==> config.mk <==
export PLATFORM = sky130hd
export DESIGN_NAME = tcm_timer
export DESIGN_NICKNAME = d
export VERILOG_FILES = /design/src/rtl/tcm_pkg.sv /design/src/rtl/tcm_channel.sv /design/src/rtl/tcm_timer.sv
export SDC_FILE = /design/constraint.sdc
export NUM_CORES = 1
export LEC_CHECK = 0
export ABC_AREA = 1
export BUFFER_PORTS_ARGS = -buffer_cell sky130_fd_sc_hd__buf_2
export CELL_PAD_IN_SITES_DETAIL_PLACEMENT = 0
export CELL_PAD_IN_SITES_GLOBAL_PLACEMENT = 1
export CORE_MARGIN = 3
export CORE_UTILIZATION = 48
export CTS_CLUSTER_SIZE = 20
export DETAILED_ROUTE_END_ITERATION = 10
export GPL_ROUTABILITY_DRIVEN = 0
export PLACE_DENSITY_LB_ADDON = 0.2
export SYNTH_ARGS = -nofsm -noshare
export SYNTH_HDL_FRONTEND = slang
export SYNTH_SLANG_ARGS = --single-unit
==> constraint.sdc <==
create_clock -name ref_clk_i -period 4.7 [get_ports ref_clk_i]
set_input_delay 0.235 -clock ref_clk_i [delete_from_list [all_inputs] [get_ports ref_clk_i]]
set_output_delay 0.235 -clock ref_clk_i [all_outputs]
set_load 0.005 [all_outputs]
==> src/rtl/tcm_pkg.sv <==
package tcm_pkg;

	// Byte register map
	localparam logic [3:0] A_TSC     = 4'h0;
	localparam logic [3:0] A_CNTH    = 4'h1;
	localparam logic [3:0] A_CNTL    = 4'h2;
	localparam logic [3:0] A_MODH    = 4'h3;
	localparam logic [3:0] A_MODL    = 4'h4;
	localparam logic [3:0] A_CH_BASE = 4'h5;
	localparam logic [3:0] CH_STRIDE = 4'h3;
	localparam logic [3:0] CH_SC     = 4'h0;
	localparam logic [3:0] CH_VH     = 4'h1;
	localparam logic [3:0] CH_VL     = 4'h2;

	// Timer status/control fields
	localparam int unsigned OVF_BIT   = 7;
	localparam int unsigned OVIE_BIT  = 6;
	localparam int unsigned CENTER_ALIGNED_SELECT_BIT = 5;
	localparam int unsigned CLKS_LSB  = 3;
	localparam int unsigned PS_LSB    = 0;

	// Channel status/control fields
	localparam int unsigned CHF_BIT  = 7;
	localparam int unsigned CHIE_BIT = 6;
	localparam int unsigned MSB_BIT  = 5;
	localparam int unsigned MSA_BIT  = 4;
	localparam int unsigned ELS_LSB  = 2;

	// Codes, values after reset and counting constants
	localparam logic [1:0]  CLKS_NONE = 2'h0;
	localparam logic [15:0] CNT_RST   = 16'h0000;
	localparam logic [15:0] MOD_RST   = 16'h0000;
	localparam logic [15:0] VAL_RST   = 16'h0000;
	localparam logic [15:0] CNT_MAX   = 16'hffff;
	localparam logic [15:0] CNT_ONE   = 16'h0001;
	localparam logic [7:0]  BYTE_ZERO = 8'h00;

endpackage : tcm_pkg

==> src/rtl/tcm_channel.sv <==
`timescale 1ns/100ps
// One timer channel: status/control byte, 16-bit value, flag and interrupt
module tcm_channel (
	input  wire logic        ref_clk_i,
	input  wire logic        sys_rst_i,
	input  wire logic        sel_i,
	input  wire logic [3:0]  reg_i,
	input  wire logic        wr_en_i,
	input  wire logic        rd_en_i,
	input  wire logic [7:0]  wr_data_i,
	input  wire logic        center_aligned_select_i,
	input  wire logic [15:0] modulo_i,
	input  wire logic [15:0] cnt_i,
	input  wire logic        step_i,
	input  wire logic        edge_i,
	output logic      [7:0]  sc_o,
	output logic      [15:0] val_o,
	output logic             irq_o
);

	typedef struct packed {
		logic        flag;
		logic        arm;
		logic        ie;
		logic        msb;
		logic        msa;
		logic [1:0]  els;
		logic [15:0] val;
	} tcm_ch_state_t;

	tcm_ch_state_t s_q;
	tcm_ch_state_t s_d;
	logic          capture;
	logic          compare;
	logic          pwm;
	logic          extreme;
	logic          event_w;

	// Mode decode; center-aligned overrides the per-channel select bits
	assign pwm     = center_aligned_select_i | s_q.msb; // RULE20
	assign capture = !center_aligned_select_i && !s_q.msb && !s_q.msa && (s_q.els != 2'h0) && edge_i; // RULE14
	// A zero value is 0% duty, a value past the modulo is 100% duty
	assign extreme = (s_q.val == tcm_pkg::VAL_RST) ||
		((modulo_i != tcm_pkg::MOD_RST) && (s_q.val > modulo_i));
	assign compare = step_i && (cnt_i == s_q.val) && (pwm || s_q.msa) &&
		!(pwm && extreme); // RULE15 RULE16
	assign event_w = capture | compare;

	// Register updates and the read-then-write-0 flag clear
	always_comb begin
		s_d = s_q;
		if (sel_i && rd_en_i && reg_i == tcm_pkg::CH_SC && s_q.flag) begin
			s_d.arm = 1'b1; // RULE18
		end
		if (sel_i && wr_en_i) begin
			unique case (reg_i)
				tcm_pkg::CH_SC: begin
					if (s_q.arm && !wr_data_i[tcm_pkg::CHF_BIT]) begin
						s_d.flag = 1'b0; // RULE18 RULE19
					end
					s_d.arm = 1'b0;
					s_d.ie  = wr_data_i[tcm_pkg::CHIE_BIT];
					s_d.msb = wr_data_i[tcm_pkg::MSB_BIT];
					s_d.msa = wr_data_i[tcm_pkg::MSA_BIT];
					s_d.els = wr_data_i[tcm_pkg::ELS_LSB +: 2];
				end
				tcm_pkg::CH_VH: s_d.val[15:8] = wr_data_i;
				tcm_pkg::CH_VL: s_d.val[7:0]  = wr_data_i;
				default: ;
			endcase
		end
		// A new event wins over a clear and restarts the sequence
		if (event_w) begin
			s_d.flag = 1'b1; // RULE14 RULE15 RULE18
			s_d.arm  = 1'b0;
		end
	end

	always_ff @(posedge ref_clk_i) begin
		if (sys_rst_i) begin
			s_q     <= '0; // RULE19
			s_q.val <= tcm_pkg::VAL_RST;
		end else begin
			s_q <= s_d;
		end
	end

	assign sc_o  = {s_q.flag, s_q.ie, s_q.msb, s_q.msa, s_q.els, 2'h0};
	assign val_o = s_q.val;
	assign irq_o = s_q.flag & s_q.ie; // RULE17

endmodule : tcm_channel

==> src/rtl/tcm_timer.sv <==
`timescale 1ns/100ps
// Contract
// RULE1 - Counter bytes read coherently via holding buffer
// RULE2 - Reset or control write unlatches counter buffer
// RULE3 - Counter byte write clears counter and coherency
// RULE4 - Debug halt freezes counter and read latches
// RULE5 - Halted control or counter write still unlatches
// RULE6 - At modulo, counter restarts at zero, flags
// RULE7 - Half-written modulo suppresses overflow flag
// RULE8 - Modulo resets zero, zero means free-running
// RULE9 - Clock disabled: modulo loads on second byte
// RULE10 - Clock running: modulo loads stepping to old
// RULE11 - Control write resets modulo write buffer state
// RULE12 - Halted modulo writes go direct, latches frozen
// RULE13 - Software clears counter before programming modulo
// RULE14 - Capture edge sets channel flag
// RULE15 - Compare match sets channel flag
// RULE16 - No flag at 0% or 100% PWM
// RULE17 - Channel interrupt when flag and enable
// RULE18 - Flag clears by read then write zero
// RULE19 - Writing one ignored; reset clears flag, enable
// RULE20 - Mode-select-B without center-aligned means edge PWM
// RULE21 - Clock select zero disables the counter
// RULE22 - Counter steps on tick when enabled, unhalted
module tcm_timer #(
	parameter int unsigned NCH = 2
) (
	input  wire logic           ref_clk_i,
	input  wire logic           sys_rst_i,
	input  wire logic [3:0]     addr_i,
	input  wire logic [7:0]     wr_data_i,
	input  wire logic           wr_en_i,
	input  wire logic           rd_en_i,
	output logic      [7:0]     rd_data_o,
	input  wire logic           count_tick_i,
	input  wire logic           debug_halt_i,
	input  wire logic [NCH-1:0] ch_edge_i,
	output logic      [1:0]     clock_source_o,
	output logic      [2:0]     prescale_o,
	output logic      [15:0]    counter_o,
	output logic                overflow_irq_o,
	output logic      [NCH-1:0] ch_irq_o
);

	typedef struct packed {
		logic [7:0]     rd_data;
		logic [15:0]    cnt;
		logic           step;
		logic [15:0]    mod;
		logic [15:0]    mod_buf;
		logic           mod_hi_w;
		logic           mod_lo_w;
		logic [15:0]    cnt_buf;
		logic           cnt_lat;
		logic           cnt_first_hi;
		logic           ovf;
		logic           ovf_arm;
		logic           ovf_ie;
		logic           center_aligned_select;
		logic [1:0]     clks;
		logic [2:0]     ps;
		logic           ovf_irq;
		logic [NCH-1:0] ch_irq;
	} tcm_state_t;

	tcm_state_t s_q;
	tcm_state_t s_d;

	logic [7:0]     ch_sc  [NCH];
	logic [15:0]    ch_val [NCH];
	logic [NCH-1:0] ch_irq_w;
	logic [NCH-1:0] ch_sel;
	logic [3:0]     ch_reg [NCH];

	logic        wr_tsc;
	logic        wr_cnt;
	logic        rd_tsc;
	logic        rd_cnth;
	logic        rd_cntl;
	logic        tick;
	logic [15:0] top;
	logic        wrap;
	logic        mod_load;
	logic        ovf_set;
	logic        halted;

	// Register strobes
	assign wr_tsc  = wr_en_i && (addr_i == tcm_pkg::A_TSC);
	assign wr_cnt  = wr_en_i && ((addr_i == tcm_pkg::A_CNTH) || (addr_i == tcm_pkg::A_CNTL));
	assign rd_tsc  = rd_en_i && (addr_i == tcm_pkg::A_TSC);
	assign rd_cnth = rd_en_i && (addr_i == tcm_pkg::A_CNTH);
	assign rd_cntl = rd_en_i && (addr_i == tcm_pkg::A_CNTL);
	assign halted  = debug_halt_i;

	// Counting tick qualified by clock select and halt
	assign tick = count_tick_i && (s_q.clks != tcm_pkg::CLKS_NONE) && !halted; // RULE21 RULE22 RULE4

	// A zero modulo behaves as the full 16-bit range
	assign top = (s_q.mod == tcm_pkg::MOD_RST) ? tcm_pkg::CNT_MAX : s_q.mod; // RULE8

	// Wrap when the counter already sits at the terminal value
	assign wrap = tick && (s_q.cnt == top); // RULE6

	// Buffered modulo takes effect on the step into the old terminal value
	assign mod_load = tick && s_q.mod_hi_w && s_q.mod_lo_w &&
		(s_q.cnt == top - tcm_pkg::CNT_ONE); // RULE10

	// Only one half written means the overflow flag is held off
	assign ovf_set = wrap && !(s_q.mod_hi_w ^ s_q.mod_lo_w); // RULE7

	// Channels, one per generate step, each at its own byte window
	for (genvar i = 0; i < NCH; i++) begin : g_ch
		localparam logic [3:0] BASE = 4'(tcm_pkg::A_CH_BASE + i * tcm_pkg::CH_STRIDE);

		assign ch_sel[i] = (addr_i >= BASE) && (addr_i < BASE + tcm_pkg::CH_STRIDE);
		assign ch_reg[i] = addr_i - BASE;

		tcm_channel tcm_channel_i (
			.ref_clk_i (ref_clk_i),
			.sys_rst_i (sys_rst_i),
			.sel_i     (ch_sel[i]),
			.reg_i     (ch_reg[i]),
			.wr_en_i   (wr_en_i),
			.rd_en_i   (rd_en_i),
			.wr_data_i (wr_data_i),
			.center_aligned_select_i   (s_q.center_aligned_select),
			.modulo_i  (s_q.mod),
			.cnt_i     (s_q.cnt),
			.step_i    (s_q.step),
			.edge_i    (ch_edge_i[i]),
			.sc_o      (ch_sc[i]),
			.val_o     (ch_val[i]),
			.irq_o     (ch_irq_w[i])
		);
	end

	// Next-state logic for the whole timer core
	always_comb begin
		s_d         = s_q;
		s_d.step    = 1'b0;
		s_d.rd_data = tcm_pkg::BYTE_ZERO;

		// Counter: a byte write clears, otherwise step on a tick
		if (wr_cnt) begin
			s_d.cnt = tcm_pkg::CNT_RST; // RULE3
		end else if (tick) begin
			s_d.step = 1'b1;
			if (wrap) begin
				s_d.cnt = tcm_pkg::CNT_RST; // RULE6
			end else begin
				s_d.cnt = s_q.cnt + tcm_pkg::CNT_ONE; // RULE22
			end
		end

		// Overflow flag: armed by a read while set, cleared by writing 0
		if (rd_tsc && s_q.ovf) begin
			s_d.ovf_arm = 1'b1;
		end
		if (wr_tsc) begin
			if (s_q.ovf_arm && !wr_data_i[tcm_pkg::OVF_BIT]) begin
				s_d.ovf = 1'b0;
			end
			s_d.ovf_arm = 1'b0;
			s_d.ovf_ie  = wr_data_i[tcm_pkg::OVIE_BIT];
			s_d.center_aligned_select   = wr_data_i[tcm_pkg::CENTER_ALIGNED_SELECT_BIT];
			s_d.clks    = wr_data_i[tcm_pkg::CLKS_LSB +: 2];
			s_d.ps      = wr_data_i[tcm_pkg::PS_LSB +: 3];
		end
		// A fresh overflow outranks a clear in the same cycle
		if (ovf_set) begin
			s_d.ovf     = 1'b1; // RULE6
			s_d.ovf_arm = 1'b0;
		end

		// Counter read coherency; frozen while halted
		if (!halted && (rd_cnth || rd_cntl)) begin
			if (!s_q.cnt_lat) begin
				s_d.cnt_lat      = 1'b1; // RULE1
				s_d.cnt_buf      = s_q.cnt;
				s_d.cnt_first_hi = rd_cnth;
			end else if (rd_cnth != s_q.cnt_first_hi) begin
				s_d.cnt_lat = 1'b0; // RULE1
			end
		end
		// Control and counter writes unlatch even in halt
		if (wr_tsc || wr_cnt) begin
			s_d.cnt_lat = 1'b0; // RULE2 RULE3 RULE5
		end

		// Modulo writes: buffered normally, direct while halted
		if (wr_en_i && addr_i == tcm_pkg::A_MODH) begin
			if (halted) begin
				s_d.mod[15:8] = wr_data_i; // RULE12
			end else begin
				s_d.mod_buf[15:8] = wr_data_i;
				s_d.mod_hi_w      = 1'b1;
			end
		end
		if (wr_en_i && addr_i == tcm_pkg::A_MODL) begin
			if (halted) begin
				s_d.mod[7:0] = wr_data_i; // RULE12
			end else begin
				s_d.mod_buf[7:0] = wr_data_i;
				s_d.mod_lo_w     = 1'b1;
			end
		end
		// With no clock selected the pair lands at once
		if (s_d.mod_hi_w && s_d.mod_lo_w && s_q.clks == tcm_pkg::CLKS_NONE) begin
			s_d.mod      = s_d.mod_buf; // RULE9
			s_d.mod_hi_w = 1'b0;
			s_d.mod_lo_w = 1'b0;
		end else if (mod_load) begin
			s_d.mod      = s_q.mod_buf; // RULE10
			s_d.mod_hi_w = 1'b0;
			s_d.mod_lo_w = 1'b0;
		end
		if (wr_tsc) begin
			s_d.mod_hi_w = 1'b0; // RULE11
			s_d.mod_lo_w = 1'b0;
		end

		// Read data for the next cycle; unmapped addresses read zero
		if (rd_en_i) begin
			unique case (addr_i)
				tcm_pkg::A_TSC:  s_d.rd_data = {s_q.ovf, s_q.ovf_ie, s_q.center_aligned_select,
					s_q.clks, s_q.ps};
				tcm_pkg::A_CNTH: s_d.rd_data = s_q.cnt_lat ? s_q.cnt_buf[15:8] : s_q.cnt[15:8];
				tcm_pkg::A_CNTL: s_d.rd_data = s_q.cnt_lat ? s_q.cnt_buf[7:0] : s_q.cnt[7:0];
				tcm_pkg::A_MODH: s_d.rd_data = s_q.mod[15:8];
				tcm_pkg::A_MODL: s_d.rd_data = s_q.mod[7:0];
				default: begin
					for (int k = 0; k < NCH; k++) begin
						if (ch_sel[k]) begin
							unique case (ch_reg[k])
								tcm_pkg::CH_SC: s_d.rd_data = ch_sc[k];
								tcm_pkg::CH_VH: s_d.rd_data = ch_val[k][15:8];
								tcm_pkg::CH_VL: s_d.rd_data = ch_val[k][7:0];
								default: ;
							endcase
						end
					end
				end
			endcase
		end

		// Interrupt requests are registered so outputs come from flops
		s_d.ovf_irq = s_d.ovf & s_d.ovf_ie;
		s_d.ch_irq  = ch_irq_w; // RULE17
	end

	// State register; reset clears counter, modulo and all controls
	always_ff @(posedge ref_clk_i) begin
		if (sys_rst_i) begin
			s_q     <= '0; // RULE2 RULE19
			s_q.cnt <= tcm_pkg::CNT_RST; // RULE3
			s_q.mod <= tcm_pkg::MOD_RST; // RULE8
		end else begin
			s_q <= s_d;
		end
	end

	assign rd_data_o      = s_q.rd_data;
	assign clock_source_o = s_q.clks;
	assign prescale_o     = s_q.ps;
	assign counter_o      = s_q.cnt;
	assign overflow_irq_o = s_q.ovf_irq;
	assign ch_irq_o       = s_q.ch_irq;

endmodule : tcm_timer

=== Word level (Yosys, flattened, before mapping) ===
Cells that the tools add are included.

* Register bits after elaboration: 135
* Output and inout bits: 32

* Equal/unequal tests: 13
* Reduce and logical (&&, ||, !) cells: 104
* Bitwise gates (word level): 10
* $lt $le $gt $ge: 6
* $add $sub $neg: 4
* Mux-type cells: 43

{| class="wikitable"
|+ Operators with widths
! kind !! number
|-
| 8-bit 2-to-1 mux || 15
|-
| 16-bit == test || 4
|-
| 16-bit 2-to-1 mux || 4
|-
| 1-bit logical AND || 49
|-
| 16-bit zero test || 3
|-
| 8-bit case mux with 3 select lines || 2
|-
| 23-bit 2-to-1 mux || 2
|-
| 8-bit case mux with 5 select lines || 1
|-
| 16-bit > comparator || 2
|-
| 2-bit AND reduction || 9
|-
| 2-bit nonzero test || 9
|-
| 16-bit by 1-bit adder with 16-bit output, second input constant || 1
|-
| 4-bit by 2-bit == test with 1-bit output, second input constant || 4
|-
| 16-bit nonzero test || 1
|-
| 16-bit by 1-bit subtractor with 16-bit output, second input constant || 1
|-
| 7-bit 2-to-1 mux || 2
|-
| 1-bit 2-to-1 mux || 13
|-
| 4-bit by 1-bit == test with 1-bit output, second input constant || 3
|-
| 4-bit zero test || 3
|-
| 1-bit zero test || 10
|-
| 2-bit OR reduction || 5
|-
| 9-bit 2-to-1 mux || 1
|-
| 3-bit nonzero test || 3
|-
| 4-bit < comparator, second input constant || 2
|-
| other kinds (16) || 31
|}

=== Depth between registers and ports, before layout ===
* Word-level depth: 9
* Depth in mapped cells: 26
* Gate-level depth less buffers: 24

=== By module ===
From an unflattened synthesis, not the netlist that was laid out.

* Cell total of the unflattened synthesis: 1504
* Area, all modules: 9746.8 sq um

{| class="wikitable"
|+ By module, submodules not included
! module !! sequential area each (sq um) !! instances !! cells each !! area each (sq um)
|-
| tcm_timer || 1781.7 || 1 || 946 || 6010.8
|-
| tcm_channel || 460.4 || 2 || 279 || 1868.0
|}

=== Least setup slack after synthesis ===
OpenSTA, ideal clock, no wires.

* Kind: register to register
* From: reg s_q[48] in the netlist's numbering
* To: reg s_q[48] in the netlist's numbering
* Library setup time: 0.124 ns
* Clock period less this slack: 2.729 ns
* Setup slack: 1.971 ns
* Arrival: 2.605 ns
* Cell stages (with the launch flop): 26
* Required time: 4.576 ns
* Cell sequence: dfxtp_1 > nor2_2 > nand2_2 > nor2_4 > nand2_4 > buf_2 > nand2_1 > inv_1 > ha_1 > nand2_1 > clkinv_1 > nand2_1 > nand3b_1 > nor2_2 > nand2_1 > nand2_1 > nand2_1 > nor2_1 > nand2_2 > nor2_8 > nand2_4 > buf_6 > nand2_1 > nand3_1 > nand2_1 > a21oi_1

* Word-level cells in the longest chain between the ends: 7
* Elaborated cells on any way between the ends: 10
* Classes of those cells: add/sub: 1; eq/ne: 1; mux: 3; reduce/logical: 5

{| class="wikitable"
|+ RTL lines
! element !! RTL line !! RTL
|-
| start: declaration || tcm_timer.sv:66 || <nowiki>tcm_state_t s_q;</nowiki>
|-
| 16-bit zero test || tcm_timer.sv:99 || <nowiki>assign top = (s_q.mod == tcm_pkg::MOD_RST) ? tcm_pkg::CNT_MAX : s_q.mod;</nowiki>
|-
| 16-bit 2-to-1 mux * || tcm_timer.sv:99 ||
|-
| 16-bit by 1-bit subtractor with 16-bit output * || tcm_timer.sv:106 || <nowiki>(s_q.cnt == top - tcm_pkg::CNT_ONE);</nowiki>
|-
| 16-bit == test * || tcm_timer.sv:106 ||
|-
| 1-bit logical AND * || tcm_timer.sv:105 || <nowiki>assign mod_load = tick && s_q.mod_hi_w && s_q.mod_lo_w &&</nowiki>
|-
| 3-bit nonzero test (no source line) / 16-bit 2-to-1 mux (equally long branches) || - ||
|-
| 2-bit AND reduction (no source line) / 16-bit 2-to-1 mux (equally long branches) || - ||
|}

Mark *: on every way between the ends. The rest lies on a longest branch, timed or not.
A chain may end at the register's enable or synchronous reset.

=== Worst setup path in the final report ===
* From: reg s_q[48] in the netlist's numbering
* To: reg s_q[50] in the netlist's numbering

The elaborated chain is that of the path after synthesis.

==> impl_metrics.ini <==
[die]
die_h_um = 140
die_area_um2 = 19700
die_x_um = 140
core_um2 = 17500
pin_count = 52
start_util_pct = 49.5
row_count = 48

[cts]
ctsHoldBuffers = 0
cts.repair.resized = 0
htree_levels = 4
numCtsBuffers = 17
clock_sinks = 135
clock_tree.buffer_depth = 2
post_cts_buffers = 0
insertion_delay_ns = 0.43
clock_tree.root_cell = clkbuf_16
path_clk_slew_ns = 0.06
cts_tree = yes

[yosys]
netlist_area_um2 = 8640
synth_largest_area_cell = dfxtp_1
synth_common_cells = nand2_1 (267), inv_1 (150), dfxtp_1 (135)
netlist_top_cells_area = dfxtp_1 (31%), nand2_1 (12%), inv_1 (6.5%)
yosysMostFrequentCell = nand2_1
netlist_instances = 1284
synth-edff-count = 0
synth_nets = 1338
ys_ff_latch = 135
synth_top_area_share_pct = 31.3
synth_warnings = 0
synthFlopType = dfxtp_1
async_reset_ff_share_pct = 0
synth_seq_area_share_pct = 31.3
yosysUniqueCellTypes = 52
avgSynthCellArea_um2 = 6.73

[timing]
worst_slack_ns = 1.15
max_freq_ghz = 0.281
hold_viol = 0
maxSlewViolCount = 0
setup_violations = 0
clock_skew_ns = 0.0117
tightest_slew_ns = 0.865
setup_tns_ns = 0
period_minus_slack_ns = 3.55
rsz0062_at_grt = false
slew_headroom_pct = 42.2
period_share_pct = 75.6

[flow_run]
cap_viol_max_count = 0

[power_and_ir_drop]
p_leak_nw = 4.03
cellPowerDensity_nw_per_um2 = 309
peakVddDrop_v = 0.000279
power_mw = 2.86

[global_route]
track_usage_pct = 32.0
overflow = 0
grt_pass1_wl_mm = 48.4
grt_pass1_vias = 8096
grt_max_degree = 62
antenna_found_initial = 0

[route]
drtIter0Drc = 1137
viasPerCell = 5.86
routedWlPerCell_um = 21.2
drc = 0
wirelength_mm = 32.0
ant_nets = 0
drt-pass1-iter-count = 5
vias = 8856

[hold_path]
hold_path_class = primary input to flop
hold_depth = 4

[layout]
final_area_um2 = 9280
nets = 1326
syn_to_final_growth_pct = 7.35
antenna_cells = 0
multi_input_area_um2 = 4810
drive_gt1_share_pct = 11.1
area.sequential_um2 = 2700
fill_cells = 1794

[placed_design]
place_area_um2 = 8710
pre_cts_slack_ns = 1.26
hpwl_mm = 23.2
portBuffers = 51

[setup_path]
criticalPathCategory = flop to flop
crit_path_end_kind = flop
crit_fanout = 44
critPathArrivalTime_ns = 3.85
crit_required_ns = 5.00
r2r_cells = 23
startpoint_type = flop

[status]
status = completed
[path summary, 6_finish.rpt]
kind	from	end	slack, ns
max	s_q[48]$_SDFFE_PP0P_	s_q[50]$_SDFFE_PP0P_	1.15
min	ch_edge_i[0]	g_ch[0].tcm_channel_i.s_q[21]$_SDFF_PP0_	0.13
max reg2reg	s_q[48]$_SDFFE_PP0P_	s_q[50]$_SDFFE_PP0P_	1.15
min reg2reg	s_q[22]$_SDFFE_PP0P_	s_q[22]$_SDFFE_PP0P_	0.46
[power by group]
part,total [mW],internal (mW),switching [mW],leakage (nW)
logic,0.361,0.104,0.257,2.67
registers,1.18,1.16,0.0161,1.09
clock network,1.33,0.746,0.580,0.270
total,2.86,2.01,0.854,4.03
[final cells by class]
| cell class | instances | area share (%) |
|---|---|---|
| Clock inverter | 14 | 1.36 |
| Sequential cell | 135 | 29.1 |
| Timing Repair Buffer | 57 | 3.24 |
| Multi-Input combinational cell | 895 | 51.8 |
| Clock buffer | 18 | 4.73 |
| Tap cell | 225 | 3.03 |
| Inverter | 166 | 6.71 |
[sequential cells by signal (all words and copies together) (netlist names)]
register,count
ch_irq_o,2
clock_source_o,2
counter_o,16
g_ch.tcm_channel_i.s_q,2
g_ch.tcm_channel_i.sc_o,12
g_ch.tcm_channel_i.val_o,32
overflow_irq_o,1
prescale_o,3
rd_data_o,8
s_q,57
[per-layer routing]
layer  routed length [um]  global-route usage, %
met1                14200                   45.4
met3                 3320                   8.33
met2                13100                   45.9
met4                 1310                   13.3
met5                    0                      0
[critical path: stages, from the launching register on]
cell and delay, ns:
dfxtp_1 0.43, nor2_2 0.08, nand2_2 0.09, nor2_4 0.05
nand2_4 0.34, nand2_1 0.13, inv_1 0.10, ha_1 0.19
nand2_1 0.07, clkinv_1 0.07, nand2_1 0.06, nand3b_1 0.21
nor2_2 0.27, nand2_1 0.08, nand2_1 0.08, nand2_1 0.05
nor2_1 0.12, nand2_2 0.11, nor2_8 0.27, nand2_4 0.23
nand2_1 0.14, nand3_1 0.07, nand2_1 0.11, a21oi_1 0.06
[layout by cell type, fill, tap and decap left out, drive strengths merged, types with 2 or more instances in the layout]
master	n
nand3b	4
o21ai	91
a21oi	106
a2111oi	7
ha	34
nor3	14
o22ai	18
nand3	99
a221oi	3
nor4	14
clkbuf	18
clkinvlp	4
o21a	2
a211oi	13
nor2	115
buf	57
inv	163
xnor2	7
nand4	30
o21bai	2
a31oi	5
nand2	281
dfxtp	135
clkinv	12
xor2	20
o211ai	6
o221ai	6
a32oi	4
nor3b	5
o2111ai	2
[through the flow]
stage	utilization [%]	hold slack, ns	instances
floorplan	-	0.370	1284
global placement	49.9	0.446	1478
detailed placement	49.9	0.451	1478
CTS	53.1	0.128	1510
global route	53.1	0.155	1510
finish	53.1	0.132	1510
[cell families (layout without fill, tap and decap cells)]
kind of cell	Yosys count	count (layout)	synth area share, %
flops	135	135	31.3
buf+inv	254	255	13.1
compound gates	271	271	18.1
xor+xnor	27	27	2.82
simple gates	563	563	29.7
fa+ha+maj	34	34	4.92
No activity file was read; power rests on OpenSTA's default activity.
